`src/rtl/fpda_regs.svh`:
```
// Register offsets, reset values and timing constants of the fan duty arbiter.
`ifndef FPDA_REGS_SVH
`define FPDA_REGS_SVH
`define FPDA_ADDR_DUTY1 8'h0A
`define FPDA_ADDR_DUTY2 8'h0B
`define FPDA_ADDR_OVR1_LO 8'h0C
`define FPDA_ADDR_OVR1_HI 8'h0D
`define FPDA_ADDR_OVR2_LO 8'h0E
`define FPDA_ADDR_OVR2_HI 8'h0F
`define FPDA_RESET_BYTE 8'h00
`define FPDA_DUTY_FULL 16'hFFFF
`define FPDA_DUTY_ZERO 16'h0000
`define FPDA_CLK_HZ 125000000
`define FPDA_TICK_US 1000
`define FPDA_TICK_CYC ((`FPDA_CLK_HZ / 1000000) * `FPDA_TICK_US)
`endif

```
`src/rtl/fpda_pkg.sv`:
```
// Types shared by the fan duty arbiter.
package fpda_pkg;
   typedef logic [15:0] fpda_duty_t;
   typedef enum logic [1:0]
   {
      FPDA_RAMP_OFF = 2'b01,
      FPDA_RAMP_ON = 2'b10
   } fpda_ramp_t;
endpackage

```
`src/rtl/fpda_arbiter.sv`:
```
// Duty arbitration for two fan outputs: ramps, manual override, spin-up and readback.
`timescale 1ns/1ps
`default_nettype none
`include "fpda_regs.svh"
module fpda_arbiter
   import fpda_pkg::*;
#(
   parameter int TICK_CYC = `FPDA_TICK_CYC
)
(
   input wire logic ref_clk,
   input wire logic reset,
   input wire logic reg_wr,
   input wire logic reg_rd,
   input wire logic [7:0] reg_addr,
   input wire logic [7:0] reg_wdata,
   output logic [7:0] reg_rdata,
   input wire logic [1:0] regulator_hot,
   input wire logic [1:0] processor_hot_over,
   input wire logic [1:0] processor_hot_sample,
   input wire logic [3:0] regulator_hot_bind,
   input wire logic [3:0] processor_hot_bind,
   input wire logic [1:0] forced_full,
   input wire logic [1:0] manual_enable,
   input wire logic [31:0] auto_duty,
   input wire logic [31:0] spinup_duty,
   input wire logic [15:0] spinup_ticks,
   input wire logic [15:0] ramp_ticks,
   input wire logic [15:0] ramp_step,
   output logic [31:0] final_duty,
   output logic [1:0] spinup_active
);

   function automatic fpda_duty_t dmax(input fpda_duty_t a, input fpda_duty_t b);
      dmax = (a > b) ? a : b;
   endfunction
   function automatic fpda_duty_t add_sat(input fpda_duty_t a, input fpda_duty_t s);
      logic [16:0] sum;
      sum = {1'b0, a} + {1'b0, s};
      add_sat = sum[16] ? `FPDA_DUTY_FULL : sum[15:0];
   endfunction
   function automatic fpda_duty_t sub_sat(input fpda_duty_t a, input fpda_duty_t s);
      sub_sat = (a > s) ? a - s : `FPDA_DUTY_ZERO;
   endfunction

   // Input synchronisers; the hot pins are asynchronous.
   logic [1:0] vr_meta_ff, vr_ff, ph_meta_ff, ph_ff, phs_meta_ff, phs_ff, phs_d_ff;
   always_ff @(posedge ref_clk)
   begin
      if (reset)
      begin
         vr_meta_ff <= 2'h0;
         vr_ff <= 2'h0;
         ph_meta_ff <= 2'h0;
         ph_ff <= 2'h0;
         phs_meta_ff <= 2'h0;
         phs_ff <= 2'h0;
         phs_d_ff <= 2'h0;
      end
      else
      begin
         vr_meta_ff <= regulator_hot;
         vr_ff <= vr_meta_ff;
         ph_meta_ff <= processor_hot_over;
         ph_ff <= ph_meta_ff;
         phs_meta_ff <= processor_hot_sample;
         phs_ff <= phs_meta_ff;
         phs_d_ff <= phs_ff;
      end
   end

   // The processor-hot trigger only changes when a new sample is taken.
   logic [1:0] ph_trig_ff;
   always_ff @(posedge ref_clk)
   begin
      if (reset)
         ph_trig_ff <= 2'h0;
      else
         for (int i = 0; i < 2; i++)
            if (phs_ff[i] && !phs_d_ff[i])
               ph_trig_ff[i] <= ph_ff[i];
   end

   // Millisecond tick divider shared by ramps and spin-up.
   logic [31:0] tick_cnt_ff;
   logic tick_ff;
   always_ff @(posedge ref_clk)
   begin
      if (reset)
      begin
         tick_cnt_ff <= 32'h0;
         tick_ff <= 1'b0;
      end
      else
      begin
         tick_ff <= (tick_cnt_ff == 32'(TICK_CYC - 1));
         tick_cnt_ff <= (tick_cnt_ff == 32'(TICK_CYC - 1)) ? 32'h0 : tick_cnt_ff + 32'h1;
      end
   end

   // Override registers, one pair per output.
   logic [7:0] ovr_lo_ff [2];
   logic [7:0] ovr_hi_ff [2];
   always_ff @(posedge ref_clk)
   begin
      if (reset)
      begin
         ovr_lo_ff[0] <= `FPDA_RESET_BYTE;
         ovr_hi_ff[0] <= `FPDA_RESET_BYTE;
         ovr_lo_ff[1] <= `FPDA_RESET_BYTE;
         ovr_hi_ff[1] <= `FPDA_RESET_BYTE;
      end
      else if (reg_wr)
      begin
         case (reg_addr)
            `FPDA_ADDR_OVR1_LO: ovr_lo_ff[0] <= reg_wdata;
            `FPDA_ADDR_OVR1_HI: ovr_hi_ff[0] <= reg_wdata;
            `FPDA_ADDR_OVR2_LO: ovr_lo_ff[1] <= reg_wdata;
            `FPDA_ADDR_OVR2_HI: ovr_hi_ff[1] <= reg_wdata;
            default: ;
         endcase
      end
   end

   // Ramp state: index 0,1 regulator-hot per output; 2,3 processor-hot per output.
   fpda_ramp_t ramp_st_ff [4];
   fpda_duty_t ramp_val_ff [4];
   logic [15:0] ramp_cnt_ff [4];
   fpda_duty_t base [2];
   fpda_duty_t fin [2];
   logic [3:0] ramp_trig;
   logic [3:0] ramp_bound;

   always_comb
   begin
      for (int c = 0; c < 2; c++)
      begin
         ramp_trig[c] = |(vr_ff & regulator_hot_bind[c*2 +: 2]);
         ramp_trig[c+2] = |(ph_trig_ff & processor_hot_bind[c*2 +: 2]);
         ramp_bound[c] = |regulator_hot_bind[c*2 +: 2];
         ramp_bound[c+2] = |processor_hot_bind[c*2 +: 2];
      end
   end

   always_ff @(posedge ref_clk)
   begin
      if (reset)
      begin
         for (int r = 0; r < 4; r++)
         begin
            ramp_st_ff[r] <= FPDA_RAMP_OFF;
            ramp_val_ff[r] <= `FPDA_DUTY_ZERO;
            ramp_cnt_ff[r] <= 16'h0;
         end
      end
      else
      begin
         for (int r = 0; r < 4; r++)
         begin
            case (ramp_st_ff[r])
               FPDA_RAMP_OFF:
                  if (ramp_trig[r] && ramp_bound[r])
                  begin
                     ramp_st_ff[r] <= FPDA_RAMP_ON;
                     ramp_val_ff[r] <= add_sat(base[r%2], ramp_step);
                     ramp_cnt_ff[r] <= 16'h0;
                  end
               FPDA_RAMP_ON:
                  if (!ramp_trig[r] && ramp_val_ff[r] < base[r%2])
                     ramp_st_ff[r] <= FPDA_RAMP_OFF;
                  else if (tick_ff)
                  begin
                     if (ramp_cnt_ff[r] >= ramp_ticks)
                     begin
                        ramp_cnt_ff[r] <= 16'h0;
                        ramp_val_ff[r] <= ramp_trig[r] ? add_sat(ramp_val_ff[r], ramp_step)
                                                       : sub_sat(ramp_val_ff[r], ramp_step);
                     end
                     else
                        ramp_cnt_ff[r] <= ramp_cnt_ff[r] + 16'h1;
                  end
               default: ramp_st_ff[r] <= FPDA_RAMP_OFF;
            endcase
         end
      end
   end

   // Spin-up timers per output.
   logic [15:0] spin_cnt_ff [2];
   logic [1:0] spin_on_ff;
   logic [1:0] was_zero_ff;

   always_comb
   begin
      for (int c = 0; c < 2; c++)
      begin
         fpda_duty_t hi;
         fpda_duty_t lo;
         hi = forced_full[c] ? `FPDA_DUTY_FULL : `FPDA_DUTY_ZERO;
         lo = auto_duty[c*16 +: 16];
         if (spin_on_ff[c])
            lo = dmax(lo, spinup_duty[c*16 +: 16]);
         if (manual_enable[c])
            lo = {ovr_hi_ff[c], ovr_lo_ff[c]};
         base[c] = dmax(hi, lo);
         for (int r = 0; r < 2; r++)
            if (ramp_st_ff[c + 2*r] == FPDA_RAMP_ON)
               hi = dmax(hi, ramp_val_ff[c + 2*r]);
         fin[c] = dmax(hi, lo);
      end
   end

   always_ff @(posedge ref_clk)
   begin
      if (reset)
      begin
         spin_on_ff <= 2'h0;
         was_zero_ff <= 2'h3;
         spin_cnt_ff[0] <= 16'h0;
         spin_cnt_ff[1] <= 16'h0;
      end
      else
      begin
         for (int c = 0; c < 2; c++)
         begin
            was_zero_ff[c] <= (fin[c] == `FPDA_DUTY_ZERO);
            if (was_zero_ff[c] && fin[c] != `FPDA_DUTY_ZERO && !manual_enable[c])
            begin
               spin_on_ff[c] <= 1'b1;
               spin_cnt_ff[c] <= 16'h0;
            end
            else if (spin_on_ff[c] && (manual_enable[c] || (tick_ff && spin_cnt_ff[c] >= spinup_ticks)))
               spin_on_ff[c] <= 1'b0;
            else if (spin_on_ff[c] && tick_ff)
               spin_cnt_ff[c] <= spin_cnt_ff[c] + 16'h1;
         end
      end
   end

   // Registered outputs and readback.
   always_ff @(posedge ref_clk)
   begin
      if (reset)
      begin
         final_duty <= 32'h0;
         spinup_active <= 2'h0;
      end
      else
      begin
         final_duty <= {fin[1], fin[0]};
         spinup_active <= spin_on_ff;
      end
   end

   always_ff @(posedge ref_clk)
   begin
      if (reset)
         reg_rdata <= `FPDA_RESET_BYTE;
      else if (reg_rd)
      begin
         case (reg_addr)
            `FPDA_ADDR_DUTY1: reg_rdata <= final_duty[15:8];
            `FPDA_ADDR_DUTY2: reg_rdata <= final_duty[31:24];
            `FPDA_ADDR_OVR1_LO: reg_rdata <= ovr_lo_ff[0];
            `FPDA_ADDR_OVR1_HI: reg_rdata <= ovr_hi_ff[0];
            `FPDA_ADDR_OVR2_LO: reg_rdata <= ovr_lo_ff[1];
            `FPDA_ADDR_OVR2_HI: reg_rdata <= ovr_hi_ff[1];
            default: reg_rdata <= 8'h00;
         endcase
      end
   end

   a_forced_full_out: assert property (@(posedge ref_clk) disable iff (reset)
      forced_full[0] |=> final_duty[15:0] == `FPDA_DUTY_FULL) else $error("forced full not applied");
   a_manual_floor: assert property (@(posedge ref_clk) disable iff (reset)
      manual_enable[0] |=> final_duty[15:0] >= $past({ovr_hi_ff[0], ovr_lo_ff[0]}))
      else $error("manual floor violated");
   a_spin_start: assert property (@(posedge ref_clk) disable iff (reset)
      (was_zero_ff[0] && fin[0] != `FPDA_DUTY_ZERO && !manual_enable[0]) |=> spin_on_ff[0])
      else $error("spin-up not triggered");
   a_reserved_zero: assert property (@(posedge ref_clk) disable iff (reset)
      (reg_rd && reg_addr > `FPDA_ADDR_OVR2_HI) |=> reg_rdata == 8'h00) else $error("reserved not zero");
   a_readback_duty: assert property (@(posedge ref_clk) disable iff (reset)
      (reg_rd && reg_addr == `FPDA_ADDR_DUTY1) |=> reg_rdata == $past(final_duty[15:8])) else $error("readback wrong");
   a_ramp_enable: assert property (@(posedge ref_clk) disable iff (reset)
      (ramp_st_ff[0] == FPDA_RAMP_OFF && ramp_trig[0] && ramp_bound[0])
      |=> ramp_st_ff[0] == FPDA_RAMP_ON && ramp_val_ff[0] == add_sat($past(base[0]), $past(ramp_step)))
      else $error("ramp enable wrong");
   a_ramp_disable: assert property (@(posedge ref_clk) disable iff (reset)
      (ramp_st_ff[2] == FPDA_RAMP_ON && !ramp_trig[2] && ramp_val_ff[2] < base[0])
      |=> ramp_st_ff[2] == FPDA_RAMP_OFF) else $error("ramp not disabled");
   a_manual_no_spin: assert property (@(posedge ref_clk) disable iff (reset)
      manual_enable[1] [*2] |=> !spin_on_ff[1]) else $error("spin-up during manual");
   a_override_write: assert property (@(posedge ref_clk) disable iff (reset)
      (reg_wr && reg_addr == `FPDA_ADDR_OVR2_LO) |=> ovr_lo_ff[1] == $past(reg_wdata)) else $error("override write lost");

endmodule
`default_nettype wire

```
`config.mk`:
```
export PLATFORM = sky130hd
export DESIGN_NAME = fpda_arbiter
export DESIGN_NICKNAME = d
export VERILOG_FILES = /design/src/rtl/fpda_pkg.sv /design/src/rtl/fpda_arbiter.sv
export VERILOG_INCLUDE_DIRS = /design/src /design/src/rtl
export SDC_FILE = /design/constraint.sdc
export NUM_CORES = 1
export LEC_CHECK = 0
export ABC_CLOCK_PERIOD_IN_PS = 20000
export BUFFER_PORTS_ARGS = -buffer_cell sky130_fd_sc_hd__buf_2
export CELL_PAD_IN_SITES_DETAIL_PLACEMENT = 0
export CELL_PAD_IN_SITES_GLOBAL_PLACEMENT = 1
export CORE_MARGIN = 2
export CORE_UTILIZATION = 35
export CTS_CLUSTER_SIZE = 40
export DETAILED_ROUTE_END_ITERATION = 8
export PLACE_DENSITY = 0.68
export SLEW_MARGIN = 20
export SYNTH_ARGS = -nofsm -noshare
export SYNTH_HDL_FRONTEND = slang
export SYNTH_SLANG_ARGS = --single-unit
```
`constraint.sdc`:
```
create_clock -name ref_clk -period 20 [get_ports ref_clk]
set_input_delay 1 -clock ref_clk [delete_from_list [all_inputs] [get_ports ref_clk]]
set_output_delay 1 -clock ref_clk [all_outputs]
set_load 0.01 [all_outputs]
```
# ---- Yosys cells after proc, flatten, opt, wreduce, memory -nomap -nowiden
# Memory sizes are Yosys's and may differ from the RTL's.
# Index checks and enable logic that the tools add are counted.
dict set report totals {
  in_bits 150
  elab_cells 377
  register_bits 95
  mem_count 6
  ramBits 200
}
dict set report op_classes {
  n_reduce_logical 49
  n_mux 205
  add_sub_neg 17
  n_lt_le_gt_ge 24
  eq_ne 15
  bitwise_logic 44
}
# name depth word_bits read_ports rd_clocked_by_memory_dff wr line
set mem_list {}
lappend mem_list {ramp_cnt_ff 4 16 4 0 4 fpda_arbiter.sv:128} ;# logic [15:0] ramp_cnt_ff [4];
lappend mem_list {ramp_val_ff 4 16 4 0 4 fpda_arbiter.sv:127} ;# fpda_duty_t ramp_val_ff [4];
lappend mem_list {spin_cnt_ff 2 16 2 0 2 fpda_arbiter.sv:189} ;# logic [15:0] spin_cnt_ff [2];
lappend mem_list {ovr_hi_ff 2 8 2 0 2 fpda_arbiter.sv:103} ;# logic [7:0] ovr_hi_ff [2];
lappend mem_list {ovr_lo_ff 2 8 2 0 2 fpda_arbiter.sv:102} ;# logic [7:0] ovr_lo_ff [2];
lappend mem_list {ramp_st_ff 4 2 4 0 4 fpda_arbiter.sv:126} ;# fpda_ramp_t ramp_st_ff [4];
# cell count
set op_table {}
lappend op_table {{16-bit 2-to-1 mux} 58}
lappend op_table {{16-bit > comparator} 14}
lappend op_table {{1-bit 2-to-1 mux} 130}
lappend op_table {{16-bit by 16-bit adder with 17-bit output} 6}
lappend op_table {{16-bit by 1-bit adder with 16-bit output, second input constant} 6}
lappend op_table {{16-bit greater-or-equal comparator} 6}
lappend op_table {{16-bit less-than comparator} 4}
lappend op_table {{16-bit subtractor} 4}
lappend op_table {{8-bit by 4-bit == test with 1-bit output, second input constant} 6}
lappend op_table {{8-bit one-hot mux with 6 select lines} 1}
lappend op_table {{1-bit bitwise OR} 40}
lappend op_table {{32-bit by 1-bit adder with 32-bit output, second input constant} 1}
lappend op_table {{32-bit by 17-bit == test with 1-bit output, second input constant} 1}
lappend op_table {{16-bit zero test} 2}
lappend op_table {{8-bit 2-to-1 mux} 4}
lappend op_table {{16-bit nonzero test} 2}
lappend op_table {{2-bit OR reduction} 13}
lappend op_table {{2-bit 2-to-1 mux} 12}
lappend op_table {{1-bit logical AND} 20}
lappend op_table {{2-bit bitwise AND} 4}
lappend op_table {{2-bit by 1-bit == test with 1-bit output, second input constant} 4}
lappend op_table {{2-bit == test, second input constant} 4}
lappend op_table {{1-bit zero test} 8}
lappend op_table {{2-bit nonzero test} 2}
lappend op_table {{1-bit logical OR} 2}

# ---- Longest topological paths before layout
dict set report depth {
  depth_word 17
  depth_mapped 36
}

# ---- Worst setup path before layout
# Ideal clock, no wire load.
dict set report synth_path {
  path_kind {input to register}
  from {input port forced_full[1]}
  to {memory spin_cnt_ff[1][0], enable pin}
  required_time_ns 19.553
  stages 29
  setup_ns 0.447
  n_path_buf 4
  setup_slack_ns 11.011
  arrival_time_ns 8.542
  path_cell_list {ha_1 a2111oi_0 nand2_1 a31oi_1 o221ai_1 o21ai_1 clkbuf_1 mux2i_1 inv_1 ha_1 a41o_1 a21oi_1 nor2b_1 a2111oi_0 o311ai_0 o21a_1 clkbuf_1 clkbuf_1 nor2_1 a21oi_1 ha_1 nand4_1 nor2_1 nand3_1 or3_1 o21ai_0 buf_1 a211oi_1 o311ai_0}
}
# element line
set synth_lines {}
lappend synth_lines {{start: declaration} fpda_arbiter.sv:23} ;# input wire logic [1:0] forced_full,
lappend synth_lines {{end: declaration} fpda_arbiter.sv:189}

==> impl_metrics.toml <==
[cells_and_area]
regArea_sq_mm = 0.007908
nFillCells = 9031
layout-drive-gt1-share = 0.1008
diodes = 0
area_growth_syn_to_layout_pct = 11.42
multi_input_area_sq_mm = 0.02131
nets = 4470

[logic_synthesis]
synth-seq-cells = 295
synthArstFlopShare = 0
synth_most_common_cell = "ha_1"
yosys.area.top_type = "ha_1"
synth_area_sq_mm = 0.03088
synth_edf_count = 200
synth_common_cells = "ha_1, nor2_1, inv_1"
synth_nets = 4323
syn_inst = 3672
ys_top_cells_by_area = "ha_1, edfxtp_1, dfxtp_1, nor2_1, a21oi_1"
ys.flop_type = "edfxtp_1"
synth_top_area_frac = 0.1989
synth.avg_cell_area_sq_um = 8.410
yosysUniqueCellTypes = 87
synth_warnings = 0
yosysSeqAreaShare = 0.2561

[floorplanning]
fp-row-count = 108
core_area_sq_mm = 0.08716
start_util = 0.3543
io_pins = 192
fp.dieArea_sq_mm = 0.09063
die_h_um = 301.0
die_w_um = 301.0

[timing]
period_share = 0.4411
rsz0062_at_grt = "false"
finalHoldViolCount = 0
tightestPinTransition_ns = 1.138
slew_viol_final = 0
skew_ns = 0.03837
relSlewSlack = 0.2219
period_needed_ns = 8.821
holdWs_ns = 0.4373
finalSetupViolCount = 0
fin_setup_tns_ns = 0
timing.fmax_ghz = 0.1134

[setup_path]
cpLargestDelayFamily = "compound AO/OA/AOI/OAI gates"
path_buf_inv = 5
crit_cells = 31
arrival_ns = 9.21
cpMaxStageDelayCell = "nand2_1"
endpoint_kind = "flop"
worst_path_largest_cell_delay_ns = 0.67
cp_max_fo = 35
crit_type = "in2reg"
start_kind = "input port"
crit_required_ns = 20.38
rr_worst_depth = 30
critPathMostFrequentCell = "ha_1"

[clocking]
clkLatencyLatePin_ns = 0.59
cts-resized-gates = 0
cts_buffers = 37
root_buffer = "clkbuf_16"
h-tree-depth = 2
hold_buffers = 0
postCtsSetupBuffers = 0
cts_tree = "yes"
cts_buffer_depth = 3
clock_sinks = 295
clk_pin_slew_ns = 0.06

[detailed_routing]
drt_iter0_drc = 2550
vias = 28640
route.detailed.drc = 0
wl_um = 111600
post_drt_wl_per_cell_um = 22.30
dr.pass1.iters = 5
ant_nets = 0
viasPerCell = 5.724

[status]
status = "completed"

[pwr]
powerDensity_mw_per_mm2 = 64.07
p_leak_nw = 15.51
max-vdd-ir-drop_mv = 0.06349

[global_routing]
track_usage = 0.2395
antenna_found_initial = 5
grt_pass1_wl_um = 167500
grt_max_degree = 49
first_global_vias = 27190
overflow = 0

[place]
portBuffers = 191
dp_hpwl_um = 87430
gp_congestion = 0.9405

[min_path]
whs_path_depth = 1
min_path_type = "reg2reg"

[flow_run]
cap_violations = 0
## worst paths after layout
path,startpoint,to,slack (ns)
setup / recovery,forced_full[0],spin_cnt_ff[0][6],11.18
hold / removal,phs_meta_ff[1],phs_ff[1],0.44
setup reg to reg,ramp_val_ff[0][9],spin_cnt_ff[0][6],11.36
hold reg to reg,phs_meta_ff[1],phs_ff[1],0.44
## sequential cells by signal, indices dropped and copies added (netlist names), 8 cells and up
register     cells
ramp_val_ff     64
reg_rdata        8
ramp_st_ff       8
spin_cnt_ff     32
ovr_lo_ff       16
ovr_hi_ff       16
final_duty      32
tick_cnt_ff     32
ramp_cnt_ff     64
## stage by stage
stage	util	instance area, sq um	power, W	setup WS (ns)	cells
6_report	0.3948	34410	0.002205	11.18	5003
5_1_grt	0.3948	34410	0.002325	10.61	5003
4_1_cts	0.3945	34390	0.002207	11.31	5002
3_5_place_dp	0.3808	33190	0.001522	10.73	4934
3_3_place_gp	0.3808	33190	0.001526	10.80	4934
2_1_floorplan	-	30880	0.001256	11.01	3672
## placed cells by master, fill, tap and decap left out, types with 45 or more instances in the layout
cell type	count
mux2i_1	91
nand2b_1	45
nor2b_1	58
dfxtp_1	95
buf_2	191
xnor2_1	56
nor3_1	92
nand4_1	86
nand3_1	105
inv_1	323
buf_4	47
nand2_1	207
ha_1	491
edfxtp_1	200
xor2_1	77
nor2_1	353
a21oi_1	244
a21o_1	122
o21ai_0	194
## cell families (layout without fill, tap and decap cells)
| kind of cell | Yosys count | in the layout | synth area share |
|---|---|---|---|
| compound gates | 1014 | 1014 | 0.2188 |
| xor+xnor | 133 | 133 | 0.03772 |
| fa+ha+maj | 501 | 501 | 0.2054 |
| buf+inv | 456 | 632 | 0.05624 |
| flops | 295 | 295 | 0.2561 |
| mux | 118 | 118 | 0.03934 |
| simple gates | 1155 | 1155 | 0.1864 |
## routing by layer
metal / track usage / vias up / part of all wire
met5: 0 / - / 0.00013
met4: 0.07664 / 2 / 0.033
met3: 0.02662 / 161 / 0.052
met2: 0.3990 / 881 / 0.47
met1: 0.3228 / 13720 / 0.45
li1: - / 13870 / -
## worst reg2reg max path: cells and delay by family (launching register included)
family / cells / cell delay, ns
compound gates: 17 / 3.64
fa+ha+maj: 3 / 0.92
buf+inv: 3 / 0.80
flops: 1 / 0.65
mux: 1 / 0.43
simple gates: 6 / 1.99
## area by class of cell
class / count / area share
repair buffers: 239 / 0.03847
clock inverters: 20 / 0.004691
well taps: 1155 / 0.04200
inverters: 325 / 0.03545
multi-input cells: 2921 / 0.6194
clock buffers: 48 / 0.03022
flip-flops and latches: 295 / 0.2298
## report_power, final
group	switching, W	internal [W]
clock	0.000292	0.000385
sequential	0.0000530	0.000686
combinational	0.000492	0.000297
Power figures use the tool's default switching activity.
